<file path="config.mk">
export PLATFORM = sky130hd
export DESIGN_NAME = lsec_config_bank
export DESIGN_NICKNAME = d
export VERILOG_FILES = /design/src/hdl/lsec_pkg.sv /design/src/hdl/lsec_config_bank.sv /design/src/hdl/lsec_lane_decode.sv
export SDC_FILE = /design/constraint.sdc
export NUM_CORES = 1
export LEC_CHECK = 0
export BUFFER_PORTS_ARGS = -buffer_cell sky130_fd_sc_hd__clkbuf_2
export CAP_MARGIN = 20
export CORE_ASPECT_RATIO = 0.6
export CORE_UTILIZATION = 35
export DETAILED_ROUTE_END_ITERATION = 10
export PLACE_DENSITY_LB_ADDON = 0.2
export SLEW_MARGIN = 20
export SYNTH_ARGS = -nofsm -noshare
export SYNTH_HDL_FRONTEND = slang
export SYNTH_HIERARCHICAL = 1
export SYNTH_SLANG_ARGS = --single-unit
</file>
<file path="constraint.sdc">
create_clock -name clk -period 5.82 [get_ports clk]
set_input_delay 1.164 -clock clk [delete_from_list [all_inputs] [get_ports clk]]
set_output_delay 1.164 -clock clk [all_outputs]
set_load 0.02 [all_outputs]
</file>
<file path="src/hdl/lsec_pkg.sv">
// Package with offsets, field layouts, reset values and decode tables of the lane config bank
package lsec_pkg;
  localparam int ADDR_W = 8;
  localparam int DATA_W = 8;
  localparam int LANES = 3;

  // Register offsets (byte addresses on the management port)
  localparam logic [7:0] CLOCK_LANE_EMPHASIS_OFS = 8'h12;
  localparam logic [7:0] CLOCK_LANE_EQUALIZER_OFS = 8'h13;
  localparam logic [7:0] LANE0_EMPHASIS_SWING_OFS = 8'h14;
  localparam logic [7:0] LANE0_EQUALIZER_OFS = 8'h15;
  localparam logic [7:0] LANE1_EMPHASIS_SWING_OFS = 8'h16;
  localparam logic [7:0] LANE1_EQUALIZER_OFS = 8'h17;
  localparam logic [7:0] LANE2_EMPHASIS_SWING_OFS = 8'h18;
  localparam logic [7:0] LANE2_EQUALIZER_OFS = 8'h19;

  // Field positions
  localparam int EQ_LSB = 0;
  localparam int EQ_W = 4;
  localparam int EMPH_LSB = 4;
  localparam int EMPH_W = 3;
  localparam int SWING_LSB = 0;
  localparam int SWING_W = 3;

  // Writable bit masks; all other bits are reserved and read zero
  localparam logic [7:0] EQ_MASK = 8'h0F;
  localparam logic [7:0] EMPH_SWING_MASK = 8'h77;

  // Reset values
  localparam logic [7:0] EQ_RESET = 8'h00;
  localparam logic [7:0] EMPH_SWING_RESET = 8'h03;

  // Encodings
  localparam logic [2:0] EMPH_RESERVED_CODE = 3'h3;
  localparam logic [2:0] SWING_NOMINAL_CODE = 3'h3;
  localparam logic [2:0] SWING_LINEAR_MAX_CODE = 3'h3;

  // Emphasis in tenths of a dB, per code
  localparam logic signed [7:0] EMPH_DB10 [8] = '{
    8'sh00, 8'sh23, 8'sh3C, 8'sh00, -8'sh0F, -8'sh19, -8'sh23, -8'sh30};
  // Limited-redriver swing trim in percent, per code
  localparam logic signed [5:0] LIMITED_PCT [8] = '{
    -6'sh0F, -6'sh0A, -6'sh05, 6'sh00, 6'sh05, 6'sh0A, 6'sh0F, 6'sh14};
  localparam logic [10:0] LIMITED_NOMINAL_MV = 11'h3E8;
  localparam logic [10:0] MV_PER_PCT = 11'h00A;
  // Linear-redriver swing in mV, per code 0..3
  localparam logic [10:0] LINEAR_MV [4] = '{11'h320, 11'h384, 11'h3E8, 11'h4B0};

  typedef struct packed {
    logic [3:0] eq_level;
    logic [2:0] emphasis;
    logic [2:0] swing;
  } lsec_lane_cfg_s;

  typedef struct packed {
    logic [3:0] eq_level;
    logic signed [7:0] emph_db10;
    logic signed [5:0] swing_pct;
    logic [10:0] swing_mv;
    logic code_reserved;
  } lsec_lane_drive_s;

  typedef struct packed {
    logic hit;
    logic is_eq;
    logic [1:0] idx;
  } lsec_decode_s;
endpackage : lsec_pkg

</file>
<file path="src/hdl/lsec_config_bank.sv">
// Lane equalizer, emphasis and swing register bank with decoded lane drive outputs
// Overview of operation
// - Clock-lane EQ level applied only in HDMI 2.1
// - Each data lane has 4-bit EQ level
// - Data lanes have 3-bit emphasis, fixed dB table
// - Limited swing codes trim around 1000 mV
// - Linear swing codes 800 to 1200 mV
// - Emphasis and swing registers reset to 03h
// - Equalizer registers reset to 00h
// - Clock-lane emphasis applied only in HDMI 2.1
//
// The implementer's own choice: the strobed register port.
`timescale 1ns/1ns
module lsec_config_bank (
  input wire logic clk, // 250 MHz clock
  input wire logic rst_n, // Asynchronous reset, active low
  input wire logic [lsec_pkg::ADDR_W-1:0] addr, // Register address
  input wire logic [lsec_pkg::DATA_W-1:0] wr_data, // Write data
  input wire logic wr_en, // Write strobe
  input wire logic rd_en, // Read strobe
  input wire logic hdmi21_mode, // High while the link runs fixed-rate HDMI 2.1
  input wire logic linear_mode, // High for linear, low for limited redriver
  output logic [lsec_pkg::DATA_W-1:0] rd_data_q, // Read data, cycle after rd_en
  output logic [3:0] clock_lane_eq_level_q, // Applied clock-lane EQ level
  output logic signed [7:0] clock_lane_emphasis_q, // Applied clock-lane emphasis, 0.1 dB
  output lsec_pkg::lsec_lane_drive_s [lsec_pkg::LANES-1:0] lane_drive_q // Data lane drive
);
  localparam int NREG = lsec_pkg::LANES + 1;

  // Address decode shared by the write and read paths
  function automatic lsec_pkg::lsec_decode_s decode_addr(input logic [7:0] a);
    lsec_pkg::lsec_decode_s d;
    d = '0;
    unique case (a)
      lsec_pkg::CLOCK_LANE_EMPHASIS_OFS: d = '{hit: 1'b1, is_eq: 1'b0, idx: 2'h0};
      lsec_pkg::CLOCK_LANE_EQUALIZER_OFS: d = '{hit: 1'b1, is_eq: 1'b1, idx: 2'h0};
      lsec_pkg::LANE0_EMPHASIS_SWING_OFS: d = '{hit: 1'b1, is_eq: 1'b0, idx: 2'h1};
      lsec_pkg::LANE0_EQUALIZER_OFS: d = '{hit: 1'b1, is_eq: 1'b1, idx: 2'h1};
      lsec_pkg::LANE1_EMPHASIS_SWING_OFS: d = '{hit: 1'b1, is_eq: 1'b0, idx: 2'h2};
      lsec_pkg::LANE1_EQUALIZER_OFS: d = '{hit: 1'b1, is_eq: 1'b1, idx: 2'h2};
      lsec_pkg::LANE2_EMPHASIS_SWING_OFS: d = '{hit: 1'b1, is_eq: 1'b0, idx: 2'h3};
      lsec_pkg::LANE2_EQUALIZER_OFS: d = '{hit: 1'b1, is_eq: 1'b1, idx: 2'h3};
      default: d = '0;
    endcase
    return d;
  endfunction : decode_addr

  // Reset release through two flops
  logic rst_meta_q;
  logic rst_sync_n_q;
  always_ff @(posedge clk or negedge rst_n) begin
    if (!rst_n) begin
      rst_meta_q <= 1'b0;
      rst_sync_n_q <= 1'b0;
    end else begin
      rst_meta_q <= 1'b1;
      rst_sync_n_q <= rst_meta_q;
    end
  end

  // Register storage, index 0 is the clock lane, 1..3 the data lanes
  logic [7:0] eq_q [NREG];
  logic [7:0] eq_d [NREG];
  logic [7:0] es_q [NREG];
  logic [7:0] es_d [NREG];
  logic [7:0] rd_data_d;
  lsec_pkg::lsec_decode_s wdec;
  lsec_pkg::lsec_decode_s rdec;

  always_comb begin
    wdec = decode_addr(addr);
    rdec = decode_addr(addr);
    for (int i = 0; i < NREG; i++) begin
      eq_d[i] = eq_q[i];
      es_d[i] = es_q[i];
    end
    if (wr_en && wdec.hit) begin
      if (wdec.is_eq) begin
        eq_d[wdec.idx] = wr_data & lsec_pkg::EQ_MASK;
      end else begin
        es_d[wdec.idx] = wr_data & lsec_pkg::EMPH_SWING_MASK;
      end
    end
    rd_data_d = '0;
    if (rd_en && rdec.hit) begin
      rd_data_d = rdec.is_eq ? eq_q[rdec.idx] : es_q[rdec.idx];
    end
  end

  always_ff @(posedge clk or negedge rst_sync_n_q) begin
    if (!rst_sync_n_q) begin
      for (int i = 0; i < NREG; i++) begin
        eq_q[i] <= lsec_pkg::EQ_RESET;
        es_q[i] <= lsec_pkg::EMPH_SWING_RESET;
      end
      rd_data_q <= '0;
    end else begin
      for (int i = 0; i < NREG; i++) begin
        eq_q[i] <= eq_d[i];
        es_q[i] <= es_d[i];
      end
      rd_data_q <= rd_data_d;
    end
  end

  // Lane decoding
  lsec_pkg::lsec_lane_drive_s drive_w [NREG];
  genvar g;
  generate
    for (g = 0; g < NREG; g++) begin : g_lane
      lsec_pkg::lsec_lane_cfg_s cfg_w;
      assign cfg_w.eq_level = eq_q[g][lsec_pkg::EQ_LSB +: lsec_pkg::EQ_W];
      assign cfg_w.emphasis = es_q[g][lsec_pkg::EMPH_LSB +: lsec_pkg::EMPH_W];
      assign cfg_w.swing = es_q[g][lsec_pkg::SWING_LSB +: lsec_pkg::SWING_W];
      lsec_lane_decode u_dec (
        .cfg(cfg_w),
        .linear_mode(linear_mode),
        .drive(drive_w[g])
      );
    end
  endgenerate

  // Applied drive values
  logic [3:0] clock_eq_d;
  logic signed [7:0] clk_emph_d;
  lsec_pkg::lsec_lane_drive_s [lsec_pkg::LANES-1:0] lane_drive_d;
  always_comb begin
    // Clock-lane fields are held at their neutral value outside HDMI 2.1
    clock_eq_d = hdmi21_mode ? drive_w[0].eq_level : 4'h0;
    clk_emph_d = hdmi21_mode ? drive_w[0].emph_db10 : 8'sh00;
    for (int i = 0; i < lsec_pkg::LANES; i++) begin
      lane_drive_d[i] = drive_w[i+1];
    end
  end

  always_ff @(posedge clk or negedge rst_sync_n_q) begin
    if (!rst_sync_n_q) begin
      clock_lane_eq_level_q <= '0;
      clock_lane_emphasis_q <= '0;
      lane_drive_q <= '0;
    end else begin
      clock_lane_eq_level_q <= clock_eq_d;
      clock_lane_emphasis_q <= clk_emph_d;
      lane_drive_q <= lane_drive_d;
    end
  end

  // Checks
  clock_eq_gate_a: assert property (
    @(posedge clk) disable iff (!rst_sync_n_q)
    !hdmi21_mode |=> clock_lane_eq_level_q == 4'h0)
    else $error("clock lane eq applied outside hdmi 2.1");

  eq_readback_a: assert property (
    @(posedge clk) disable iff (!rst_sync_n_q)
    (wr_en && addr == lsec_pkg::LANE0_EQUALIZER_OFS) ##1
      (rd_en && addr == lsec_pkg::LANE0_EQUALIZER_OFS && !wr_en)
    |=> rd_data_q == {4'h0, $past(wr_data[3:0], 2)})
    else $error("lane0 eq readback mismatch");

  emph_map_a: assert property (
    @(posedge clk) disable iff (!rst_sync_n_q)
    es_q[1][6:4] == 3'h7 |=> lane_drive_q[0].emph_db10 == -8'sh30)
    else $error("lane0 emphasis code 7 not -4.8 dB");

  rsvd_emph_a: assert property (
    @(posedge clk) disable iff (!rst_sync_n_q)
    es_q[2][6:4] == 3'h3 |=> lane_drive_q[1].code_reserved)
    else $error("reserved emphasis code not flagged");

  swing_limited_a: assert property (
    @(posedge clk) disable iff (!rst_sync_n_q)
    (!linear_mode && es_q[3][2:0] == 3'h0) |=> lane_drive_q[2].swing_mv == 11'h352)
    else $error("limited swing code 0 not 850 mV");

  swing_linear_a: assert property (
    @(posedge clk) disable iff (!rst_sync_n_q)
    (linear_mode && es_q[1][2:0] == 3'h3) |=> lane_drive_q[0].swing_mv == 11'h4B0)
    else $error("linear swing code 3 not 1200 mV");

  reset_values_a: assert property (
    @(posedge clk) $rose(rst_sync_n_q) |->
      es_q[0] == 8'h03 && es_q[1] == 8'h03 && es_q[2] == 8'h03 && es_q[3] == 8'h03)
    else $error("emphasis swing reset value wrong");

  eq_reset_a: assert property (
    @(posedge clk) $rose(rst_sync_n_q) |->
      eq_q[0] == 8'h00 && eq_q[1] == 8'h00 && eq_q[2] == 8'h00 && eq_q[3] == 8'h00)
    else $error("equalizer reset value wrong");

  rsvd_bits_a: assert property (
    @(posedge clk) disable iff (!rst_sync_n_q)
    $past(rd_en) |-> rd_data_q[7] == 1'b0 &&
      ($past(rdec.is_eq) ? rd_data_q[6:4] == 3'h0 : rd_data_q[3] == 1'b0))
    else $error("reserved bits read nonzero");

  clk_emph_gate_a: assert property (
    @(posedge clk) disable iff (!rst_sync_n_q)
    hdmi21_mode |=> clock_lane_emphasis_q == $past(drive_w[0].emph_db10))
    else $error("clock lane emphasis not applied in hdmi 2.1");

  // Mode-gate, follow, fixed-code, mask, write and read checks on the decoded drive values and the register path
  clock_eq_on_a: assert property (
    @(posedge clk) disable iff (!rst_sync_n_q)
    hdmi21_mode |=> clock_lane_eq_level_q == $past(eq_q[0][3:0]))
    else $error("clock lane eq not applied in hdmi 2.1");

  clock_emph_off_a: assert property (
    @(posedge clk) disable iff (!rst_sync_n_q)
    !hdmi21_mode |=> clock_lane_emphasis_q == 8'sh00)
    else $error("clock lane emphasis applied outside hdmi 2.1");

  lane_eq_follow_a: assert property (
    @(posedge clk) disable iff (!rst_sync_n_q)
    1'b1 |=> lane_drive_q[0].eq_level == $past(eq_q[1][3:0]) &&
      lane_drive_q[1].eq_level == $past(eq_q[2][3:0]) &&
      lane_drive_q[2].eq_level == $past(eq_q[3][3:0]))
    else $error("data lane eq level does not follow its register");

  emph_zero_a: assert property (
    @(posedge clk) disable iff (!rst_sync_n_q)
    es_q[3][6:4] == 3'h0 |=> lane_drive_q[2].emph_db10 == 8'sh00)
    else $error("lane2 emphasis code 0 not 0.0 dB");

  emph_max_a: assert property (
    @(posedge clk) disable iff (!rst_sync_n_q)
    es_q[2][6:4] == 3'h2 |=> lane_drive_q[1].emph_db10 == 8'sh3C)
    else $error("lane1 emphasis code 2 not 6.0 dB");

  emph_neg_a: assert property (
    @(posedge clk) disable iff (!rst_sync_n_q)
    es_q[2][6:4] == 3'h4 |=> lane_drive_q[1].emph_db10 == -8'sh0F)
    else $error("lane1 emphasis code 4 not -1.5 dB");

  limited_pct_a: assert property (
    @(posedge clk) disable iff (!rst_sync_n_q)
    (!linear_mode && es_q[3][2:0] == 3'h1) |=> lane_drive_q[2].swing_pct == -6'sh0A)
    else $error("limited swing code 1 not minus 10 percent");

  swing_nominal_a: assert property (
    @(posedge clk) disable iff (!rst_sync_n_q)
    (!linear_mode && es_q[1][2:0] == 3'h3) |=> lane_drive_q[0].swing_mv == 11'h3E8)
    else $error("limited swing code 3 not 1000 mV");

  swing_max_a: assert property (
    @(posedge clk) disable iff (!rst_sync_n_q)
    (!linear_mode && es_q[3][2:0] == 3'h7) |=> lane_drive_q[2].swing_mv == 11'h4B0)
    else $error("limited swing code 7 not 1200 mV");

  linear_min_a: assert property (
    @(posedge clk) disable iff (!rst_sync_n_q)
    (linear_mode && es_q[3][2:0] == 3'h0) |=> lane_drive_q[2].swing_mv == 11'h320)
    else $error("linear swing code 0 not 800 mV");

  linear_mid_a: assert property (
    @(posedge clk) disable iff (!rst_sync_n_q)
    (linear_mode && es_q[3][2:0] == 3'h1) |=> lane_drive_q[2].swing_mv == 11'h384)
    else $error("linear swing code 1 not 900 mV");

  linear_rsvd_a: assert property (
    @(posedge clk) disable iff (!rst_sync_n_q)
    (linear_mode && es_q[3][2]) |=> lane_drive_q[2].code_reserved)
    else $error("reserved linear swing code not flagged");

  linear_pct_a: assert property (
    @(posedge clk) disable iff (!rst_sync_n_q)
    linear_mode |=> lane_drive_q[0].swing_pct == 6'sh00 &&
      lane_drive_q[1].swing_pct == 6'sh00 &&
      lane_drive_q[2].swing_pct == 6'sh00)
    else $error("percent trim applied in linear mode");

  eq_write_a: assert property (
    @(posedge clk) disable iff (!rst_sync_n_q)
    (wr_en && addr == lsec_pkg::LANE0_EQUALIZER_OFS) |=> eq_q[1] == ($past(wr_data) & 8'h0F))
    else $error("lane0 eq write not masked");

  es_write_a: assert property (
    @(posedge clk) disable iff (!rst_sync_n_q)
    (wr_en && addr == lsec_pkg::LANE2_EMPHASIS_SWING_OFS) |=> es_q[3] == ($past(wr_data) & 8'h77))
    else $error("lane2 emphasis swing write not masked");

  eq_mask_a: assert property (
    @(posedge clk) disable iff (!rst_sync_n_q)
    ((eq_q[0] | eq_q[1] | eq_q[2] | eq_q[3]) & 8'hF0) == 8'h00)
    else $error("reserved eq register bit set");

  es_mask_a: assert property (
    @(posedge clk) disable iff (!rst_sync_n_q)
    ((es_q[0] | es_q[1] | es_q[2] | es_q[3]) & 8'h88) == 8'h00)
    else $error("reserved emphasis swing register bit set");

  unmapped_read_a: assert property (
    @(posedge clk) disable iff (!rst_sync_n_q)
    (rd_en && !rdec.hit) |=> rd_data_q == 8'h00)
    else $error("unmapped read not zero");

  es_read_a: assert property (
    @(posedge clk) disable iff (!rst_sync_n_q)
    (rd_en && addr == lsec_pkg::LANE1_EMPHASIS_SWING_OFS) |=> rd_data_q == $past(es_q[2]))
    else $error("lane1 emphasis swing read mismatch");

  eq_read_a: assert property (
    @(posedge clk) disable iff (!rst_sync_n_q)
    (rd_en && addr == lsec_pkg::CLOCK_LANE_EQUALIZER_OFS) |=> rd_data_q == $past(eq_q[0]))
    else $error("clock lane eq read mismatch");
endmodule : lsec_config_bank

</file>
<file path="src/hdl/lsec_lane_decode.sv">
// Decoder from one lane's register codes to analog drive values
`timescale 1ns/1ns
module lsec_lane_decode (
  input wire lsec_pkg::lsec_lane_cfg_s cfg, // Register codes of the lane
  input wire logic linear_mode, // High for linear redriver operation
  output lsec_pkg::lsec_lane_drive_s drive // Decoded drive values
);
  always_comb begin
    drive.eq_level = cfg.eq_level;
    drive.emph_db10 = lsec_pkg::EMPH_DB10[cfg.emphasis];
    drive.swing_pct = lsec_pkg::LIMITED_PCT[cfg.swing];
    drive.code_reserved = (cfg.emphasis == lsec_pkg::EMPH_RESERVED_CODE);
    if (linear_mode) begin
      drive.swing_pct = '0;
      if (cfg.swing <= lsec_pkg::SWING_LINEAR_MAX_CODE) begin
        drive.swing_mv = lsec_pkg::LINEAR_MV[cfg.swing[1:0]];
      end else begin
        // Reserved linear codes hold the nominal swing and are flagged
        drive.swing_mv = lsec_pkg::LIMITED_NOMINAL_MV;
        drive.code_reserved = 1'b1;
      end
    end else begin
      drive.swing_mv = 11'(lsec_pkg::LIMITED_NOMINAL_MV
        + 11'($signed(lsec_pkg::LIMITED_PCT[cfg.swing]) * $signed(lsec_pkg::MV_PER_PCT)));
    end
  end
endmodule : lsec_lane_decode

</file>
==> results of run 1 <==
## power by group through the flow
stage	Sequential [mW]	Clock, mW	Combinational [mW]
3_3_place_gp	1.19	0	0.438
5_1_grt	1.18	1.25	0.496
4_1_cts	1.18	1.21	0.439
6_report	1.17	1.17	0.444
2_1_floorplan	1.26	0	0.245
3_5_place_dp	1.20	0	0.436
## worst max-delay path: stages, from the launching register on
cell and delay [ns]:
sky130_fd_sc_hd__dfstp_2 0.65, sky130_fd_sc_hd__inv_1 0.12, sky130_fd_sc_hd__ha_1 0.35, sky130_fd_sc_hd__nand2_1 0.08
sky130_fd_sc_hd__o21ai_0 0.19, sky130_fd_sc_hd__ha_1 0.36, sky130_fd_sc_hd__ha_1 0.32, sky130_fd_sc_hd__and3_1 0.18
sky130_fd_sc_hd__a22oi_1 0.34, sky130_fd_sc_hd__a21oi_1 0.16, sky130_fd_sc_hd__o221ai_1 0.31, sky130_fd_sc_hd__o211ai_1 0.14
sky130_fd_sc_hd__and3_1 0.20
## final cells by class
class / instances / area [µm²] / area share
Tap cell: 279 / 349 / 0.0393
Multi-Input combinational cell: 402 / 3280 / 0.369
Sequential cell: 151 / 3790 / 0.427
Inverter: 44 / 165 / 0.0186
Clock buffer: 21 / 450 / 0.0507
Clock inverter: 11 / 173 / 0.0194
Timing Repair Buffer: 132 / 681 / 0.0766
## metal layers
metal,share of wire,vias up,wire (µm),GRT usage
met5,0,-,0,0
met4,0.013,0,223,0.0545
met3,0.068,21,1200,0.0524
met2,0.39,135,7000,0.227
met1,0.53,2498,9370,0.258
li1,-,2409,-,-
## metrics by stage
step | area, µm² | std cells | total power, mW | util
detailed placement | 8240 | 1007 | 1.63 | 0.392
finish | 8890 | 1040 | 2.79 | 0.423
global route | 8890 | 1040 | 2.92 | 0.423
CTS | 8870 | 1039 | 2.83 | 0.422
floorplan | 7530 | 644 | 1.50 | -
global placement | 8240 | 1007 | 1.63 | 0.392
## state kept, by name, summed over array words and instances (netlist names)
| signal | cells |
|---|---|
| clock_lane_emphasis_q | 8 |
| clock_lane_eq_level_q | 4 |
| eq_q | 16 |
| es_q | 24 |
| lane_drive_q | 90 |
| rd_data_q | 7 |
| rst_meta_q | 1 |
| rst_sync_n_q | 1 |
## cell usage in the layout, fill, tap and decap left out, drive strengths merged, types with 11 or more instances in the layout
master    n
nor2     25
nand2    26
dfrtp   143
nand2b   12
nor3     13
clkbuf  150
mux2     41
mux2i    16
and2     27
ha       60
inv      47
a31oi    11
a21oi    27
## path summary, 6_finish.rpt
check / slack (ns) / end / start
setup / recovery: 2.30 / lane_drive_q[70] / es_q[0]
hold / removal: 0.33 / lane_drive_q[61] / rst_sync_n_q
setup reg to reg: 2.30 / lane_drive_q[70] / es_q[0]
hold reg to reg: 0.33 / lane_drive_q[61] / rst_sync_n_q
max in group asynchronous: 4.28 / lane_drive_q[86] / rst_sync_n_q
min in group clk: 0.36 / rst_sync_n_q / rst_meta_q
==> impl_results.rst, run 1 <==
.. list-table::
   :header-rows: 1

   * - Metric
     - Value
   * - Vias per cell
     - approximately 5
   * - Area added between synthesis and finish
     - 18.1%
   * - Type of the setup path with the least slack
     - reg2reg
   * - Worst vdd rail ir drop
     - 0.197 mV
   * - Register share of total power
     - 0.420
   * - Result of the run
     - completed
   * - Max clock buf depth
     - 2
   * - Total routed wirelength
     - about 18 mm
   * - Maximum net fanout on the critical path
     - 9
   * - Relative max-transition margin
     - 0.356
   * - Maximum frequency from static timing analysis
     - between 200 and 300 MHz
   * - Residual DRC count
     - 0
   * - Final critical-path setup slack
     - about 2.3 ns
   * - Number of rows in the core area
     - 41
   * - Global-route wire length before repair
     - ~28 mm
   * - Chip Height
     - around 120 µm
   * - Final Hold Fails
     - 0
   * - Leak
     - between 4 and 5 nW
   * - TritonCTS buffer count
     - 17
   * - CP endpoint kind
     - flip-flop
   * - Number of antenna violations at the first check in global routing
     - 0
   * - CTS Sinks
     - between 150 and 200
   * - DP HPWL
     - between 10 and 15 mm
   * - Overall track demand over capacity in global routing
     - 0.170
   * - Arrival time of data at the critical path endpoint
     - 3.84 ns
   * - Placeable core region
     - around 21000 µm²
   * - Antenna diode count
     - 0
   * - Switching portion of total power
     - 0.273
   * - Final worst clock skew
     - around 0.011 ns
   * - Filler Cells Inserted
     - 2006
   * - Total count of max-transition violations in the final report
     - 0
   * - Synth Instances
     - around 640
   * - Worst hold margin
     - around 0.33 ns
   * - Number of H-tree levels
     - 4
   * - Area of the mapped netlist
     - 7530 µm²
   * - Largest net degree at the start of global routing
     - just under 90
   * - Part of the total power dissipated in the clock network
     - 0.421
   * - Overflow after GRT
     - 0
   * - Critical path required time
     - 6.14 ns
   * - Worst Tran Pin Value
     - 0.953 ns
   * - Number of cells on the worst reg-to-reg path
     - 12
   * - Total power per unit cell area
     - between 300 and 400 nW/µm²
   * - Routability congestion estimate from global placement
     - 0.820
   * - Part of the power in combinational logic
     - 0.159
   * - Ports placed on the boundary
     - around 130
   * - Post-layout minimum cycle time
     - between 3 and 4 ns
   * - Dpl ws
     - between 2 and 2.5 ns
   * - Root buf cell
     - sky130_fd_sc_hd__clkbuf_16
   * - Number of post-CTS setup repair buffers
     - 0
   * - Initial standard-cell utilization of the core
     - 0.358
   * - Skew-Pair Late Insertion Delay
     - ~0.43 ns
   * - Number of vias after detailed routing
     - a little over 5000
   * - Mean instance size in the synthesized netlist
     - between 10 and 15 µm²
   * - Yosys warning total
     - 6
   * - Switching Power
     - 762 µW
   * - Final cycle utilization of the critical path
     - 0.605
   * - First-pass DRT Iterations
     - 5
   * - Antenna-violating nets left
     - 0
   * - Internal power summed over all cells
     - roughly 2.0 mW
   * - Total negative setup slack
     - 0 ns
   * - Number of gates resized after cts
     - 0
   * - Die area
     - around 22000 µm²
   * - Hold buffers post-CTS
     - 0
   * - Max-cap violation count
     - 0
   * - Setup repair after global routing missed its margin
     - no
   * - Routed length per instance
     - about 17 µm
   * - Ratio of cells with drive above 1 in the final layout
     - 0.302
   * - Die Width
     - ~190 µm
   * - Final setup vio count
     - 0
   * - Number of global-route vias before repair
     - between 5000 and 6000
   * - Number of nets produced by synthesis
     - roughly 730
   * - Classification of the worst-slack hold path
     - reg2async
   * - Nets@finish
     - roughly 830
   * - Starting DRC count in detailed routing
     - about 270
   * - TritonCTS clock tree
     - done
   * - Startpoint type of the worst setup path
     - flip-flop
   * - Clock transition at the registers of the reported paths
     - around 0.06 ns
   * - IO Port Bufs
     - 129
(Power assumes the default switching activity.)
==> run 2: changes to the inputs <==
==> constraint.sdc (replaced) <==
create_clock -name clk -period 3.2 [get_ports clk]
set_input_delay 0.64 -clock clk [delete_from_list [all_inputs] [get_ports clk]]
set_output_delay 0.64 -clock clk [all_outputs]
set_load 0.02 [all_outputs]
==> run 2 against run 1 <==
Against the previous run:
- the flow now finishes with violations (DRC)
- wire length rose by 0.97%
- design area rose by 3.4%
- power increased by 83%
- critical path depth stayed put
- final cell count is 3.1% higher
- worst hold slack better by 0.028 ns
==> impl_results.rst, run 2 (synthesis gave the netlist of run 1 again) <==
.. list-table::
   :header-rows: 1

   * - Metric
     - Value
   * - Result of the run
     - complete, but fails checks (was completed)
   * - Violations in the final reports
     - DRC
   * - Relative max-transition margin
     - 0.499 (was 0.356)
   * - Maximum frequency from static timing analysis
     - 326 MHz (was 284 MHz)
   * - Type of the setup path with the least slack
     - reg2reg (unchanged)
   * - Part of the power in combinational logic
     - 0.169 (was 0.159)
   * - Max FFs per register
     - 90 (unchanged)
   * - Dpl ws
     - -0.0455 ns (was 2.29 ns)
   * - Area added between synthesis and finish
     - 22.2% (was 18.1%)
   * - Switching portion of total power
     - 0.297 (was 0.273)
   * - Number of vias after detailed routing
     - 5224 (was 5063)
   * - Most common cell after layout, fill and taps aside
     - sky130_fd_sc_hd__dfrtp_1 (unchanged)
   * - Ratio of cells with drive above 1 in the final layout
     - 0.349 (was 0.302)
   * - Final setup vio count
     - 0 (unchanged)
   * - Largest register by flop count
     - lane_drive_q (unchanged)
   * - Worst Tran Pin Value
     - 0.748 ns (was 0.953 ns)
   * - TritonCTS buffer count
     - 17 (unchanged)
   * - Total routed wirelength
     - 18.0 mm (was 17.8 mm)
   * - Global-route wire length before repair
     - 28.6 mm (was 27.9 mm)
   * - Highest-count cells in the layout ignoring fill and taps
     - 142 x sky130_fd_sc_hd__dfrtp_1, 129 x sky130_fd_sc_hd__clkbuf_2, 58 x sky130_fd_sc_hd__ha_1 (was 142 x sky130_fd_sc_hd__dfrtp_1, 129 x sky130_fd_sc_hd__clkbuf_2, 60 x sky130_fd_sc_hd__ha_1)
   * - CTS Sinks
     - 151 (unchanged)
   * - Antenna diode count
     - 0 (unchanged)
   * - Hold wc startpoint
     - rst_meta_q
   * - CP endpoint kind
     - flip-flop (unchanged)
   * - Part of the total power dissipated in the clock network
     - 0.415 (was 0.421)
   * - Vias per cell
     - 4.87 (about the same)
   * - Number of H-tree levels
     - 4 (unchanged)
   * - Overall track demand over capacity in global routing
     - 0.171 (was 0.170)
   * - Internal power summed over all cells
     - 3.59 mW (was 2.03 mW)
   * - Arrival time of data at the critical path endpoint
     - 3.38 ns (was 3.84 ns)
   * - Clock transition at the registers of the reported paths
     - 0.07 ns (was 0.06 ns)
   * - Max clock buf depth
     - 2 (unchanged)
   * - Setup repair after global routing missed its margin
     - no (unchanged)
   * - Number of global-route vias before repair
     - 5190 (was 5025)
   * - Final critical-path setup slack
     - 0.135 ns (was 2.30 ns)
   * - Antenna-violating nets left
     - 0 (unchanged)
   * - Post-layout total power
     - 5.10 mW (was 2.79 mW)
   * - Worst vdd rail ir drop
     - 0.364 mV (was 0.197 mV)
   * - Nets@finish
     - 865 (was 833)
   * - Classification of the worst-slack hold path
     - reg2reg (was reg2async)
   * - Chip Height
     - 116 µm (unchanged)
   * - Number of rows in the core area
     - 41 (unchanged)
   * - Total power per unit cell area
     - 555 nW/µm² (was 314 nW/µm²)
   * - Initial standard-cell utilization of the core
     - 0.358 (unchanged)
   * - Placeable core region
     - 21000 µm² (unchanged)
   * - Starting DRC count in detailed routing
     - 225 (was 272)
   * - DP HPWL
     - 13.3 mm (was 13.2 mm)
   * - Cells along the critical path
     - inv_1 > ha_1 > nand2_1 > o21ai_2 > ha_1 > ha_1 > buf_4 > a311o_1 > and2_4 > o221ai_1 > o211ai_1 > and3_1 (was inv_1 > ha_1 > nand2_1 > o21ai_0 > ha_1 > ha_1 > and3_1 > a22oi_1 > a21oi_1 > o221ai_1 > o211ai_1 > and3_1)
   * - Final worst clock skew
     - 0.0138 ns (was 0.0109 ns)
   * - Final cycle utilization of the critical path
     - 0.958 (was 0.605)
   * - Cell with the largest stage delay on the worst path
     - sky130_fd_sc_hd__dfstp_2 (unchanged)
   * - Cell type with the highest occurrence count on the critical path
     - sky130_fd_sc_hd__ha_1 (unchanged)
   * - Worst setup path startpoint
     - es_q[0] (unchanged)
   * - Final Hold Fails
     - 0 (unchanged)
   * - Residual DRC count
     - 2 (was 0)
   * - First-pass DRT Iterations
     - 8 (was 5)
   * - Leak
     - 4.63 nW (was 4.47 nW)
   * - Ports placed on the boundary
     - 132 (unchanged)
   * - Post-layout minimum cycle time
     - 3.07 ns (was 3.52 ns)
   * - Largest incremental delay on the critical path
     - 0.57 ns (was 0.65 ns)
   * - Overflow after GRT
     - 0 (unchanged)
   * - Maximum net fanout on the critical path
     - 4 (was 9)
   * - Max-cap violation count
     - 0 (unchanged)
   * - Startpoint of the worst-slack reg-to-reg timing path
     - es_q[0] (unchanged)
   * - Die Width
     - 191 µm (unchanged)
   * - Largest registers ranked by flip-flop count
     - lane_drive_q x90, es_q x24, eq_q x16 (unchanged)
   * - Startpoint type of the worst setup path
     - flip-flop (unchanged)
   * - Largest net degree at the start of global routing
     - 68 (was 89)
   * - TritonCTS clock tree
     - done (unchanged)
   * - Number of antenna violations at the first check in global routing
     - 0 (unchanged)
   * - Die area
     - 22100 µm² (unchanged)
   * - Skew-Pair Late Insertion Delay
     - 0.43 ns (about the same)
   * - Critical path required time
     - 3.52 ns (was 6.14 ns)
   * - Root buf cell
     - sky130_fd_sc_hd__clkbuf_16 (unchanged)
   * - IO Port Bufs
     - 129 (unchanged)
   * - Register share of total power
     - 0.416 (was 0.420)
   * - Switching Power
     - 1.52 mW (was 762 µW)
   * - Routed length per instance
     - 16.8 µm (was 17.1 µm)
   * - Total count of max-transition violations in the final report
     - 0 (unchanged)
   * - Routability congestion estimate from global placement
     - 0.812 (was 0.820)
## run 2: cell count changes in the layout (fill, tap and decap cells not counted), moves of 3 or more
cell / delta
sky130_fd_sc_hd__a22oi_2: +3
sky130_fd_sc_hd__clkinv_8: +3
sky130_fd_sc_hd__a22oi_1: -3
sky130_fd_sc_hd__clkbuf_1: -3
sky130_fd_sc_hd__inv_8: +4
sky130_fd_sc_hd__o21ai_2: +3
sky130_fd_sc_hd__o21ai_0: -3
sky130_fd_sc_hd__buf_4: +31
## run 2: worst paths after layout
check	slack (ns)	cells after the start	end
max	0.13	12	lane_drive_q[70]
min	0.36	0	rst_sync_n_q
max reg2reg	0.13	12	lane_drive_q[70]
min reg2reg	0.36	0	rst_sync_n_q
max in group asynchronous	1.95	1	es_q[0]
min in group asynchronous	0.39	0	clock_lane_emphasis_q[2]
## run 2: worst max-delay path: cells and delay by family (launching register included)
kind                       cells  cell delay, ns
AOI/OAI and AO/OA              4            0.78
adders and majority gates      3            0.92
buffers and inverters          2            0.22
DFF                            1            0.57
and+or+nand+nor                3            0.47
## run 2: per-stage QoR
step                      hold slack, ns  setup TNS, ns  cells  instance area [µm²]  utilization
after floorplan                    0.331              0    644                 7530            -
after global placement             0.338       -0.00335   1038                 8490        0.404
after detailed placement           0.336        -0.0455   1038                 8490        0.404
after CTS                          0.364              0   1071                 9140        0.435
after global routing               0.384              0   1072                 9190        0.437
final                              0.360              0   1072                 9190        0.437
## run 2: final cells by class
type	instances	area, µm²
multi-input combinational	402	3330
inverter	44	165
fill	2015	11800
clock buffer	17	425
clock inverter	15	205
sequential	151	3790
timing repair buffer	164	923
tap	279	349
## run 2: routing by layer
layer | vias to the layer above | track usage | routed length [µm]
met2 | 144 | 0.239 | 7360
met4 | 0 | 0.0497 | 168
li1 | 2489 | - | -
met5 | - | 0 | 0
met1 | 2578 | 0.259 | 9460
met3 | 13 | 0.0436 | 987
## run 2: timing repair
action / CTS / global route
resized for setup: 2 / 14
buffers inserted: 0 / 1
hold endpoints to repair: 2 / 0
pin swaps: 0 / 4
endpoints found under the setup margin: 3 / 11
hold buffers: 1 / 0
## run 2: power by group through the flow
stage / sequential [mW] / combinational, mW / clock [mW]
detailed placement: 2.16 / 0.843 / 0
finish: 2.13 / 0.860 / 2.12
CTS: 2.13 / 0.855 / 2.17
global route: 2.14 / 0.957 / 2.26
floorplan: 2.28 / 0.446 / 0
global placement: 2.16 / 0.841 / 0
